[src/design/exec_pkg.sv]
// shared constants and operation codes for the execution unit
package exec_pkg;

    // ********************************
    // flag bit positions in flags_word
    // ********************************
    localparam int FLAG_C = 0;
    localparam int FLAG_Z = 1;
    localparam int FLAG_N = 2;
    localparam int FLAG_V = 3;
    localparam int FLAG_S = 4;
    localparam int FLAG_H = 5;
    localparam int FLAG_T = 6;
    localparam int FLAG_I = 7;

    // ********************************
    // reset values and constants
    // ********************************
    localparam logic [7:0]  FLAGS_RST = 8'h00;
    localparam logic [15:0] PC_RST    = 16'h0000;
    localparam logic [7:0]  ALL_ONES  = 8'hff;
    localparam logic [7:0]  ALL_ZERO  = 8'h00;

    // ********************************
    // cycle counts per operation
    // ********************************
    localparam logic [2:0] CYC_ONE      = 3'h1;
    localparam logic [2:0] CYC_WORD     = 3'h2;
    localparam logic [2:0] CYC_MUL      = 3'h2;
    localparam logic [2:0] CYC_RELGOTO  = 3'h2;
    localparam logic [2:0] CYC_PTRGOTO  = 3'h2;
    localparam logic [2:0] CYC_ABSGOTO  = 3'h3;
    localparam logic [2:0] CYC_RELCALL  = 3'h4;
    localparam logic [2:0] CYC_PTRCALL  = 3'h4;
    localparam logic [2:0] CYC_ABSCALL  = 3'h5;
    localparam logic [2:0] CYC_RETURN   = 3'h5;
    localparam logic [2:0] CYC_BR_TAKEN = 3'h2;

    // ********************************
    // operation codes from decode
    // ********************************
    typedef enum logic [5:0] {
        OP_NOP, OP_ADD, OP_ADD_CARRY, OP_WORD_SUM, OP_SUB, OP_SUB_BORROW,
        OP_WORD_DIFF, OP_AND, OP_OR, OP_XOR, OP_ONES_INV, OP_TWOS_INV,
        OP_MASK_SET, OP_MASK_CLEAR, OP_PLUS_ONE, OP_MINUS_ONE, OP_ZM_CHECK,
        OP_ZERO_REG, OP_ALL_ONES, OP_MUL_U, OP_MUL_S, OP_MUL_SU, OP_FRACTION_PRODUCT_UNSIGNED_U,
        OP_FRACTION_PRODUCT_UNSIGNED_S, OP_FRACTION_PRODUCT_UNSIGNED_SU, OP_REL_GOTO, OP_PTR_GOTO, OP_ABS_GOTO,
        OP_REL_CALL, OP_PTR_CALL, OP_ABS_CALL, OP_SUB_EXIT, OP_INT_EXIT,
        OP_EQUAL_SKIP, OP_CMP, OP_CMP_BORROW, OP_REG_BIT_CLR_SKIP,
        OP_REG_BIT_SET_SKIP, OP_IO_BIT_CLR_SKIP, OP_IO_BIT_SET_SKIP,
        OP_FLAG_SET_BRANCH, OP_FLAG_CLR_BRANCH, OP_SIGNED_GE, OP_SIGNED_LT
    } op_e;

    typedef enum logic [2:0] {
        ST_IDLE = 3'b001,
        ST_BUSY = 3'b010,
        ST_DONE = 3'b100
    } seq_e;

endpackage

[src/design/alu_branch_exec.sv]
// execution unit for arithmetic, multiply and program-flow operations
// ****
// Notes on behaviour
// - add with/without carry: store sum, update Z C N V H, one cycle
// - word add constant to pair: update Z C N V S, two cycles
// - subtract register/constant, with/without borrow: Z C N V H, one cycle
// - word subtract constant from pair: update Z C N V S, two cycles
// - and/or/xor: store result, update only Z N V, one cycle
// - ones complement is ff minus value; twos is 00 minus value
// - set bits ORs mask, clear bits ANDs inverted mask; Z N V
// - increment, decrement, test: only Z N V, carry kept, one cycle
// - clear is xor with itself; all-ones load keeps every flag
// - multiplies write 16-bit product to r1:r0, update Z C, two cycles
// - fractional multiplies shift product left one, Z C, two cycles
// - relative goto/call: pc plus offset plus one; 2 or 4 cycles
// - pointer goto/call: pc loaded from Z pair; 2 or 4 cycles
// - absolute goto 3 cycles, absolute call 5 cycles
// - equal skip advances pc by 2 or 3, taking 1/2/3 cycles
// - compares subtract without storing, update Z N V C H, one cycle
// - register bit skip tests bit b, skips when condition holds
// - io bit skip tests bit b of io value, skips when holds
// - flag branch taken loads pc plus offset plus one; 1 or 2 cycles
// - signed ge branches on N xor V zero, lt on one
// - unsigned ge/lt test carry; equal tests Z; minus/plus test N
// - half-carry, transfer bit and overflow branches via flag select
// ****
`timescale 1ns/1ps
`default_nettype none
module alu_branch_exec
    import exec_pkg::*;
(
    // clock and reset
    input  wire logic        ref_clk,
    input  wire logic        nrst,
    // request from decode
    input  wire logic        issue,
    input  wire op_e         op,
    input  wire logic [7:0]  rd_val,
    input  wire logic [7:0]  rr_val,
    input  wire logic [7:0]  rd_hi_val,
    input  wire logic [7:0]  imm,
    input  wire logic [2:0]  sel,
    input  wire logic signed [11:0] offset,
    input  wire logic [15:0] abs_addr,
    input  wire logic [15:0] z_ptr,
    input  wire logic [15:0] stack_pc,
    input  wire logic [7:0]  io_val,
    input  wire logic        next_is_long,
    // register file write
    output logic             wr_en,
    output logic [7:0]       wr_lo,
    output logic [7:0]       wr_hi,
    output logic             wr_pair,
    output logic             wr_mul,
    // status and flow
    output logic [7:0]       flags_word,
    output logic [15:0]      pc,
    output logic             busy,
    output logic             done
);
    // ****
    // helpers
    // ****
    function automatic logic [15:0] rel_target(input logic [15:0] p,
                                               input logic signed [11:0] k);
        rel_target = p + 16'({{4{k[11]}}, k}) + 16'h0001;
    endfunction

    logic [7:0]  flags_ff, nxt_flags;
    logic [15:0] pc_ff, nxt_pc;
    logic [2:0]  cnt_ff, nxt_cnt;
    seq_e        st_ff, nxt_st;
    logic        wr_en_ff, wr_pair_ff, wr_mul_ff, done_ff;
    logic [7:0]  wr_lo_ff, wr_hi_ff;
    logic        nxt_wr_en, nxt_wr_pair, nxt_wr_mul;
    logic [7:0]  nxt_wr_lo, nxt_wr_hi;

    // ****
    // operand selection for the adder
    // ****
    wire logic is_sub_op = (op == OP_SUB) || (op == OP_SUB_BORROW) || (op == OP_CMP)
                        || (op == OP_CMP_BORROW) || (op == OP_TWOS_INV)
                        || (op == OP_MINUS_ONE);
    wire logic use_cin   = (op == OP_ADD_CARRY) || (op == OP_SUB_BORROW)
                        || (op == OP_CMP_BORROW);
    wire logic [7:0] alu_a = (op == OP_TWOS_INV) ? ALL_ZERO : rd_val;
    wire logic [7:0] alu_b = (op == OP_TWOS_INV) ? rd_val
                           : (op == OP_PLUS_ONE || op == OP_MINUS_ONE) ? 8'h01 : rr_val;
    wire logic       alu_cin = use_cin & flags_ff[FLAG_C];
    wire logic [7:0] alu_sum;
    wire logic       alu_c, alu_h, alu_v;

    byte_alu u_alu (
        .a     (alu_a),
        .b     (alu_b),
        .cin   (alu_cin),
        .sub   (is_sub_op),
        .sum   (alu_sum),
        .c_out (alu_c),
        .h_out (alu_h),
        .v_out (alu_v)
    );

    // ****
    // multiplier
    // ****
    wire logic mul_as = (op == OP_MUL_S) || (op == OP_MUL_SU)
                     || (op == OP_FRACTION_PRODUCT_UNSIGNED_S) || (op == OP_FRACTION_PRODUCT_UNSIGNED_SU);
    wire logic mul_bs = (op == OP_MUL_S) || (op == OP_FRACTION_PRODUCT_UNSIGNED_S);
    wire logic mul_fr = (op == OP_FRACTION_PRODUCT_UNSIGNED_U) || (op == OP_FRACTION_PRODUCT_UNSIGNED_S) || (op == OP_FRACTION_PRODUCT_UNSIGNED_SU);
    wire logic [15:0] mul_p;
    wire logic        mul_c;

    mul_unit u_mul (
        .a        (rd_val),
        .b        (rr_val),
        .a_signed (mul_as),
        .b_signed (mul_bs),
        .frac     (mul_fr),
        .prod     (mul_p),
        .c_out    (mul_c)
    );

    // ****
    // word add/subtract on the pair
    // ****
    wire logic [15:0] pair    = {rd_hi_val, rd_val};
    wire logic        w_sub   = (op == OP_WORD_DIFF);
    wire logic [15:0] w_res   = w_sub ? pair - {8'h00, imm} : pair + {8'h00, imm};
    wire logic        w_c     = w_sub ? (w_res[15] & ~pair[15]) : (~w_res[15] & pair[15]);
    wire logic        w_v     = w_sub ? (pair[15] & ~w_res[15]) : (~pair[15] & w_res[15]);

    // ****
    // logic results
    // ****
    wire logic [7:0] logic_res =
          (op == OP_AND || op == OP_ZM_CHECK) ? (rd_val & rr_val)
        : (op == OP_OR)                       ? (rd_val | rr_val)
        : (op == OP_MASK_SET)                 ? (rd_val | imm)
        : (op == OP_MASK_CLEAR)               ? (rd_val & (ALL_ONES - imm))
        : (op == OP_ONES_INV)                 ? (ALL_ONES - rd_val)
        : (op == OP_ZERO_REG)                 ? (rd_val ^ rd_val)
        :                                       (rd_val ^ rr_val);

    // ****
    // condition and skip decode
    // ****
    wire logic sel_flag   = flags_ff[sel];
    wire logic nv_xor     = flags_ff[FLAG_N] ^ flags_ff[FLAG_V];
    wire logic br_cond    = (op == OP_FLAG_SET_BRANCH) ?  sel_flag
                          : (op == OP_FLAG_CLR_BRANCH) ? ~sel_flag
                          : (op == OP_SIGNED_GE)       ? ~nv_xor
                          :                               nv_xor;
    wire logic is_branch  = (op == OP_FLAG_SET_BRANCH) || (op == OP_FLAG_CLR_BRANCH)
                         || (op == OP_SIGNED_GE) || (op == OP_SIGNED_LT);
    wire logic skip_cond  = (op == OP_EQUAL_SKIP)       ? (rd_val == rr_val)
                          : (op == OP_REG_BIT_CLR_SKIP) ? ~rr_val[sel]
                          : (op == OP_REG_BIT_SET_SKIP) ?  rr_val[sel]
                          : (op == OP_IO_BIT_CLR_SKIP)  ? ~io_val[sel]
                          :                                io_val[sel];
    wire logic is_skip    = (op == OP_EQUAL_SKIP) || (op == OP_REG_BIT_CLR_SKIP)
                         || (op == OP_REG_BIT_SET_SKIP) || (op == OP_IO_BIT_CLR_SKIP)
                         || (op == OP_IO_BIT_SET_SKIP);
    wire logic [2:0] skip_len = next_is_long ? 3'h3 : 3'h2;

    // ****
    // per-operation effects
    // ****
    always_comb
    begin
        logic [2:0] cyc;
        cyc         = CYC_ONE;
        nxt_flags   = flags_ff;
        nxt_pc      = pc_ff + 16'h0001;
        nxt_wr_en   = 1'b0;
        nxt_wr_pair = 1'b0;
        nxt_wr_mul  = 1'b0;
        nxt_wr_lo   = alu_sum;
        nxt_wr_hi   = ALL_ZERO;
        case (op)
            OP_ADD, OP_ADD_CARRY, OP_SUB, OP_SUB_BORROW, OP_CMP, OP_CMP_BORROW:
            begin
                nxt_wr_en         = !(op == OP_CMP || op == OP_CMP_BORROW);
                nxt_flags[FLAG_C] = alu_c;
                nxt_flags[FLAG_H] = alu_h;
                nxt_flags[FLAG_V] = alu_v;
                nxt_flags[FLAG_N] = alu_sum[7];
                nxt_flags[FLAG_S] = alu_sum[7] ^ alu_v;
                nxt_flags[FLAG_Z] = (op == OP_SUB_BORROW || op == OP_CMP_BORROW)
                                  ? ((alu_sum == ALL_ZERO) & flags_ff[FLAG_Z]) // chain keeps Z
                                  : (alu_sum == ALL_ZERO);
            end
            OP_TWOS_INV:
            begin
                nxt_wr_en         = 1'b1;
                nxt_flags[FLAG_C] = (alu_sum != ALL_ZERO);
                nxt_flags[FLAG_H] = alu_h;
                nxt_flags[FLAG_V] = (alu_sum == 8'h80);
                nxt_flags[FLAG_N] = alu_sum[7];
                nxt_flags[FLAG_Z] = (alu_sum == ALL_ZERO);
            end
            OP_PLUS_ONE, OP_MINUS_ONE:
            begin
                nxt_wr_en         = 1'b1;
                nxt_flags[FLAG_V] = alu_v;
                nxt_flags[FLAG_N] = alu_sum[7];
                nxt_flags[FLAG_Z] = (alu_sum == ALL_ZERO);
            end
            OP_AND, OP_OR, OP_XOR, OP_MASK_SET, OP_MASK_CLEAR, OP_ZM_CHECK,
            OP_ZERO_REG, OP_ONES_INV:
            begin
                nxt_wr_en         = (op != OP_ZM_CHECK);
                nxt_wr_lo         = logic_res;
                nxt_flags[FLAG_V] = 1'b0;
                nxt_flags[FLAG_N] = logic_res[7];
                nxt_flags[FLAG_Z] = (logic_res == ALL_ZERO);
                if (op == OP_ONES_INV)
                    nxt_flags[FLAG_C] = 1'b1;
            end
            OP_ALL_ONES:
            begin
                nxt_wr_en = 1'b1;
                nxt_wr_lo = ALL_ONES;
            end
            OP_WORD_SUM, OP_WORD_DIFF:
            begin
                cyc               = CYC_WORD;
                nxt_wr_en         = 1'b1;
                nxt_wr_pair       = 1'b1;
                nxt_wr_lo         = w_res[7:0];
                nxt_wr_hi         = w_res[15:8];
                nxt_flags[FLAG_C] = w_c;
                nxt_flags[FLAG_V] = w_v;
                nxt_flags[FLAG_N] = w_res[15];
                nxt_flags[FLAG_S] = w_res[15] ^ w_v;
                nxt_flags[FLAG_Z] = (w_res == 16'h0000);
            end
            OP_MUL_U, OP_MUL_S, OP_MUL_SU, OP_FRACTION_PRODUCT_UNSIGNED_U, OP_FRACTION_PRODUCT_UNSIGNED_S, OP_FRACTION_PRODUCT_UNSIGNED_SU:
            begin
                cyc               = CYC_MUL;
                nxt_wr_en         = 1'b1;
                nxt_wr_mul        = 1'b1;
                nxt_wr_lo         = mul_p[7:0];
                nxt_wr_hi         = mul_p[15:8];
                nxt_flags[FLAG_C] = mul_c;
                nxt_flags[FLAG_Z] = (mul_p == 16'h0000);
            end
            OP_REL_GOTO, OP_REL_CALL:
            begin
                cyc    = (op == OP_REL_GOTO) ? CYC_RELGOTO : CYC_RELCALL;
                nxt_pc = rel_target(pc_ff, offset);
            end
            OP_PTR_GOTO, OP_PTR_CALL:
            begin
                cyc    = (op == OP_PTR_GOTO) ? CYC_PTRGOTO : CYC_PTRCALL;
                nxt_pc = z_ptr;
            end
            OP_ABS_GOTO, OP_ABS_CALL:
            begin
                cyc    = (op == OP_ABS_GOTO) ? CYC_ABSGOTO : CYC_ABSCALL;
                nxt_pc = abs_addr;
            end
            OP_SUB_EXIT, OP_INT_EXIT:
            begin
                cyc    = CYC_RETURN;
                nxt_pc = stack_pc;
                if (op == OP_INT_EXIT)
                    nxt_flags[FLAG_I] = 1'b1;
            end
            default:
            begin
                if (is_skip && skip_cond)
                begin
                    cyc    = skip_len;
                    nxt_pc = pc_ff + {13'h0000, skip_len};
                end
                else if (is_branch && br_cond)
                begin
                    cyc    = CYC_BR_TAKEN;
                    nxt_pc = rel_target(pc_ff, offset);
                end
            end
        endcase
        nxt_cnt = cyc - 3'h1;
    end

    // ****
    // sequencer: results commit in the last cycle of the operation
    // ****
    logic commit;
    always_comb
    begin
        nxt_st = st_ff;
        commit = 1'b0;
        case (st_ff)
            ST_IDLE, ST_DONE:
                if (issue)
                begin
                    commit = (nxt_cnt == 3'h0);
                    nxt_st = commit ? ST_DONE : ST_BUSY;
                end
                else
                    nxt_st = ST_IDLE;
            ST_BUSY:
                if (cnt_ff == 3'h1)
                    nxt_st = ST_DONE;
            default:
                nxt_st = ST_IDLE;
        endcase
    end

    // results are latched at issue so decode may move on while busy
    logic [7:0]  hold_flags_ff, hold_lo_ff, hold_hi_ff;
    logic [15:0] hold_pc_ff;
    logic        hold_en_ff, hold_pair_ff, hold_mul_ff;

    always_ff @(posedge ref_clk or negedge nrst)
    begin
        if (!nrst)
        begin
            st_ff         <= ST_IDLE;
            cnt_ff        <= 3'h0;
            flags_ff      <= FLAGS_RST;
            pc_ff         <= PC_RST;
            hold_flags_ff <= FLAGS_RST;
            hold_pc_ff    <= PC_RST;
            hold_lo_ff    <= ALL_ZERO;
            hold_hi_ff    <= ALL_ZERO;
            {hold_en_ff, hold_pair_ff, hold_mul_ff} <= 3'b000;
        end
        else
        begin
            st_ff <= nxt_st;
            if ((st_ff != ST_BUSY) && issue && !commit)
            begin
                cnt_ff        <= nxt_cnt;
                hold_flags_ff <= nxt_flags;
                hold_pc_ff    <= nxt_pc;
                hold_lo_ff    <= nxt_wr_lo;
                hold_hi_ff    <= nxt_wr_hi;
                {hold_en_ff, hold_pair_ff, hold_mul_ff} <= {nxt_wr_en, nxt_wr_pair, nxt_wr_mul};
            end
            else if (st_ff == ST_BUSY)
                cnt_ff <= cnt_ff - 3'h1;
            if (commit)
            begin
                flags_ff <= nxt_flags;
                pc_ff    <= nxt_pc;
            end
            else if (st_ff == ST_BUSY && cnt_ff == 3'h1)
            begin
                flags_ff <= hold_flags_ff;
                pc_ff    <= hold_pc_ff;
            end
        end
    end

    // ****
    // registered write-back strobes
    // ****
    wire logic fin = (st_ff == ST_BUSY) && (cnt_ff == 3'h1);
    always_ff @(posedge ref_clk or negedge nrst)
    begin
        if (!nrst)
        begin
            {wr_en_ff, wr_pair_ff, wr_mul_ff, done_ff} <= 4'h0;
            wr_lo_ff <= ALL_ZERO;
            wr_hi_ff <= ALL_ZERO;
        end
        else
        begin
            done_ff    <= commit | fin;
            wr_en_ff   <= commit ? nxt_wr_en   : (fin & hold_en_ff);
            wr_pair_ff <= commit ? nxt_wr_pair : (fin & hold_pair_ff);
            wr_mul_ff  <= commit ? nxt_wr_mul  : (fin & hold_mul_ff);
            wr_lo_ff   <= commit ? nxt_wr_lo   : hold_lo_ff;
            wr_hi_ff   <= commit ? nxt_wr_hi   : hold_hi_ff;
        end
    end

    assign wr_en      = wr_en_ff;
    assign wr_pair    = wr_pair_ff;
    assign wr_mul     = wr_mul_ff;
    assign wr_lo      = wr_lo_ff;
    assign wr_hi      = wr_hi_ff;
    assign flags_word = flags_ff;
    assign pc         = pc_ff;
    assign busy       = st_ff[1]; // one-hot busy bit, no decode gate
    assign done       = done_ff;
endmodule
`default_nettype wire

[src/design/byte_alu.sv]
// 8-bit adder/subtractor core with flag generation
`timescale 1ns/1ps
`default_nettype none
module byte_alu
    import exec_pkg::*;
(
    // operands
    input  wire logic [7:0] a,
    input  wire logic [7:0] b,
    input  wire logic       cin,
    input  wire logic       sub,
    // results
    output logic [7:0]      sum,
    output logic            c_out,
    output logic            h_out,
    output logic            v_out
);
    // ********************************
    // add or subtract with carry/borrow
    // ********************************
    wire logic [7:0] b_eff = sub ? ~b : b;
    wire logic       c_eff = sub ? ~cin : cin;
    wire logic [8:0] full  = {1'b0, a} + {1'b0, b_eff} + {8'h00, c_eff};
    wire logic [4:0] half  = {1'b0, a[3:0]} + {1'b0, b_eff[3:0]} + {4'h0, c_eff};

    // borrow is the inverted carry for subtraction
    assign sum   = full[7:0];
    assign c_out = sub ? ~full[8] : full[8];
    assign h_out = sub ? ~half[4] : half[4];
    assign v_out = (a[7] == b_eff[7]) && (full[7] != a[7]);
endmodule
`default_nettype wire

[src/design/mul_unit.sv]
// 8x8 multiplier with signed, mixed and fractional forms
`timescale 1ns/1ps
`default_nettype none
module mul_unit
    import exec_pkg::*;
(
    // operands and mode
    input  wire logic [7:0] a,
    input  wire logic [7:0] b,
    input  wire logic       a_signed,
    input  wire logic       b_signed,
    input  wire logic       frac,
    // results
    output logic [15:0]     prod,
    output logic            c_out
);
    // ********************************
    // sign-extended 9x9 product
    // ********************************
    wire logic signed [8:0]  ax  = {a_signed & a[7], a};
    wire logic signed [8:0]  bx  = {b_signed & b[7], b};
    wire logic signed [17:0] raw = ax * bx;

    // carry is bit 15 before the fractional shift
    assign c_out = raw[15];
    assign prod  = frac ? {raw[14:0], 1'b0} : raw[15:0];
endmodule
`default_nettype wire

[config.mk]
export PLATFORM = sky130hd
export DESIGN_NAME = alu_branch_exec
export DESIGN_NICKNAME = d
export VERILOG_FILES = /design/src/design/exec_pkg.sv /design/src/design/alu_branch_exec.sv /design/src/design/byte_alu.sv /design/src/design/mul_unit.sv
export SDC_FILE = /design/constraint.sdc
export NUM_CORES = 1
export LEC_CHECK = 0
export ABC_AREA = 0
export BUFFER_PORTS_ARGS = -buffer_cell sky130_fd_sc_hd__buf_4
export CORE_UTILIZATION = 45
export CTS_BUF_LIST = sky130_fd_sc_hd__clkbuf_4 sky130_fd_sc_hd__clkbuf_8 sky130_fd_sc_hd__clkbuf_16
export CTS_CLUSTER_SIZE = 24
export DETAILED_ROUTE_END_ITERATION = 8
export RECOVER_POWER = 25
export SYNTH_ARGS = -nofsm -noshare
export SYNTH_HDL_FRONTEND = slang
export SYNTH_SLANG_ARGS = --single-unit
export TNS_END_PERCENT = 1
[constraint.sdc]
create_clock -name ref_clk -period 6 [get_ports ref_clk]
set_input_delay 0.6 -clock ref_clk [delete_from_list [all_inputs] [get_ports ref_clk]]
set_output_delay 0.6 -clock ref_clk [all_outputs]
set_load 0.1 [all_outputs]
==> results.py <==
metrics = {
    "routing": {
        "drc": 0,
        "first_pass_iters": 5,
        "wl_per_cell_um": 20.8,
        "routed_wl_um": 44900,
        "vias": 13000,
        "drt_iter0_markers": 1226,
        "via_per_inst": 6.02,
        "antenna_left": 0,
    },
    "sta": {
        "fin_crit_sh_pct": 104,
        "slew_headroom_pct": -177,
        "setup_ws_ps": -220,
        "holdWs_ps": 345,
        "rsz0062_at_grt": "yes",
        "finalHoldViolCount": 0,
        "tightest_slew_ps": 4150,
        "setup_viol": 5,
        "finalClockSkew_ps": 13.8,
        "report.final.slew_viol_count": 79,
        "fmax_mhz": 161,
        "layout_min_cycle_time_ps": 6220,
    },
    "logic_synthesis": {
        "yosys-top-cells-area": "dfrtp_1 18%, fa_1 11%, ha_1 9.6%",
        "yosys_register_bits": 93,
        "yosysSeqAreaShare_pct": 18.3,
        "ys_warn_count": 0,
        "ys_types": 87,
        "syn_area_mm2": 0.0127,
        "synth_top_area_cell": "dfrtp_1",
        "synth.avg_cell_area_um2": 7.95,
        "async_flop_share_pct": 100,
        "synthFlopType": "dfrtp_1",
        "synth-edff-count": 0,
        "synth_top_area_share_pct": 18.1,
        "synth_cells": 1597,
        "synth.net_count": 1874,
    },
    "critical_path": {
        "reg2reg_depth": 13,
        "end_kind": "register",
        "crit_arrival_ps": 6470,
        "crit_start": "op[2]",
        "rrSetupSlack_ps": 1520,
        "startpoint_type": "primary input",
        "criticalPathCategory": "primary input to register",
        "rr_startpoint": "flags_word[1]",
        "worstPathMaxFanout": 5,
        "crit_required_ps": 6250,
        "reg2reg_to": "flags_word[5]",
    },
    "floorplanning": {
        "ioPinCount": 158,
        "initial_core_util_pct": 45.7,
        "coreArea_mm2": 0.0278,
        "fp.dieW_um": 170,
        "rows": 61,
        "dieArea_mm2": 0.0289,
        "die_h_um": 170,
    },
    "finish": {
        "diodes": 0,
        "area_growth_pct": 19.6,
        "drive_above_1_share_pct": 18.5,
        "layout.nets": 2050,
        "fin_area_mm2": 0.0152,
        "nFillCells": 2728,
    },
    "placement": {
        "place_congestion": 0.972,
        "dp_hpwl_um": 35300,
        "numPortBuffers": 157,
        "dpl-instance-area_mm2": 0.0147,
    },
    "run": {
        "cap_violations": 1,
    },
    "run_status": {
        "violations": "max-capacitance violations, max-slew violations, negative setup slack",
        "outcome": "complete, but fails checks",
    },
    "grt": {
        "grt.total_usage_pct": 31.3,
        "grt_pass1_wl_um": 69500,
        "grt_start_max_net_pins": 79,
        "antenna_found_initial": 0,
        "grt_overflow": 0,
        "grt_pass1_vias": 12500,
    },
    "power": {
        "peakVddDrop_v": 0.000180,
        "leakage_nw": 6.78,
        "p_per_area_mw_per_mm2": 369,
    },
    "clock_network": {
        "clock_latency_ps": 350,
        "clockRootBuffer": "clkbuf_16",
        "cts_buffers": 9,
        "clockBufferDepth": 2,
        "cts_sinks": 93,
        "cts_tree": "done",
        "cts.clk_slew.worst_paths_ps": 70,
        "postCtsHoldBufs": 0,
        "h-tree-depth": 3,
    },
    "min_path": {
        "hp-class": "primary input to asynchronous set/reset pin",
    },
}
[logic make-up after synthesis]
kind of cell / count (synthesis) / synth area share (%)
simple gates: 517 / 19.4
compound gates: 476 / 25.4
buf+inv: 221 / 6.81
fa+ha+maj: 164 / 20.1
flops: 93 / 18.3
xor+xnor: 84 / 5.79
mux: 42 / 4.16
[sequential cells by signal, indices dropped and copies added, names as in the netlist, 3 cells and up]
register,count
hold_pc_ff,16
pc,16
flags_word,8
hold_flags_ff,8
hold_hi_ff,8
hold_lo_ff,8
wr_hi,8
wr_lo,8
cnt_ff,3
st_ff,3
[worst max path at each step]
stage / cells after the start / endpoint
finish: 24 / flags_word[1]
global route: 26 / flags_word[1]
CTS: 24 / flags_word[1]
detailed placement: 24 / flags_word[1]
global placement: 24 / flags_word[1]
floorplan: 22 / flags_word[1]
[timing repair]
action                     in CTS  in global routing
buffers inserted                2                  0
gates cloned                    0                  0
setup endpoints to repair       6                 12
pin swaps                       9                 12
gates resized for setup         5                 15
[report_power, final]
part	switching [W]	leakage, nW	internal [W]	total (W)
sequential	0.000278	1.20	0.000864	0.00114
clock	0.000266	0.142	0.000325	0.000591
combinational	0.00244	5.44	0.00143	0.00386
total	0.00298	6.78	0.00261	0.00560
[per-stage QoR]
step                utilization [%]  power (W)  setup TNS [ps]  instances  setup slack (ps)
floorplan                         -    0.00371            -394       1597              -142
global placement               53.1    0.00481           -4200       2138              -407
detailed placement             53.1    0.00486           -4980       2138              -537
CTS                            54.3    0.00552            -322       2155              -116
global route                   54.7    0.00597           -1890       2155              -339
finish                         54.7    0.00560            -489       2155              -220
[layout make-up]
class                      instances  area [um2]  share of cell area [%]
multi-input combinational       1283        9700                    63.9
clock inverter                     6        72.6                   0.478
sequential                        93        2330                    15.3
tap                              378         473                    3.11
timing repair buffer             248        1870                    12.3
clock buffer                       9         225                    1.48
inverter                         138         518                    3.41
[synthesized netlist by cell type, types with 14 or more instances]
cell / number
nor3_1: 38
inv_1: 136
dfrtp_1: 92
fa_1: 67
o211ai_1: 16
xor2_1: 28
a21oi_1: 88
and2_1: 20
nand2b_1: 26
ha_1: 97
a22oi_1: 33
clkbuf_1: 61
nand3_1: 33
mux2i_1: 25
nand2_1: 162
xnor2_1: 56
o21ai_0: 128
o21a_1: 18
and3_1: 14
nor2_1: 142
o221ai_1: 15
[cells in the final DEF, fill, tap and decap left out, drive strengths merged, types with 14 or more instances in the layout]
cell    Yosys  routed
and3       14      14
a22oi      33      33
ha         97      97
o21ai     139     139
nand2b     26      26
nor3       38      38
nor2      143     143
inv       136     137
xnor2      56      56
a21oi      88      88
nand2     163     163
mux2i      25      25
xor2       28      28
buf        22     246
and2       20      20
o21a       18      18
dfrtp      92      92
a211oi     14      14
nand3      34      34
o221ai     15      15
fa         67      67
o211ai     16      16
[worst max-delay path: stages]
cell and delay, ps:
buf_4 110, or3b_4 390, a21oi_2 120, a21oi_1 60
nor3_2 240, buf_4 160, buf_4 120, and2_1 150
fa_1 400, inv_2 120, buf_4 140, fa_2 460
fa_1 560, inv_1 60, fa_1 590, ha_4 230
ha_4 270, nand2_1 80, o41ai_2 370, xnor2_1 230
o2111ai_1 260, o211ai_1 200, a211o_1 320, a22o_1 190
[per-layer routing]
layer / vias up / wire length, um / share of wire, % / track usage [%]
met1: 6230 / 18500 / 41 / 39.1
met4: 0 / 1940 / 4.3 / 13.7
met2: 541 / 21700 / 48 / 54.5
met5: - / 0 / 0 / 0
li1: 6087 / - / - / -
met3: 112 / 2730 / 6.1 / 3.35
(Power assumes the default switching activity.)
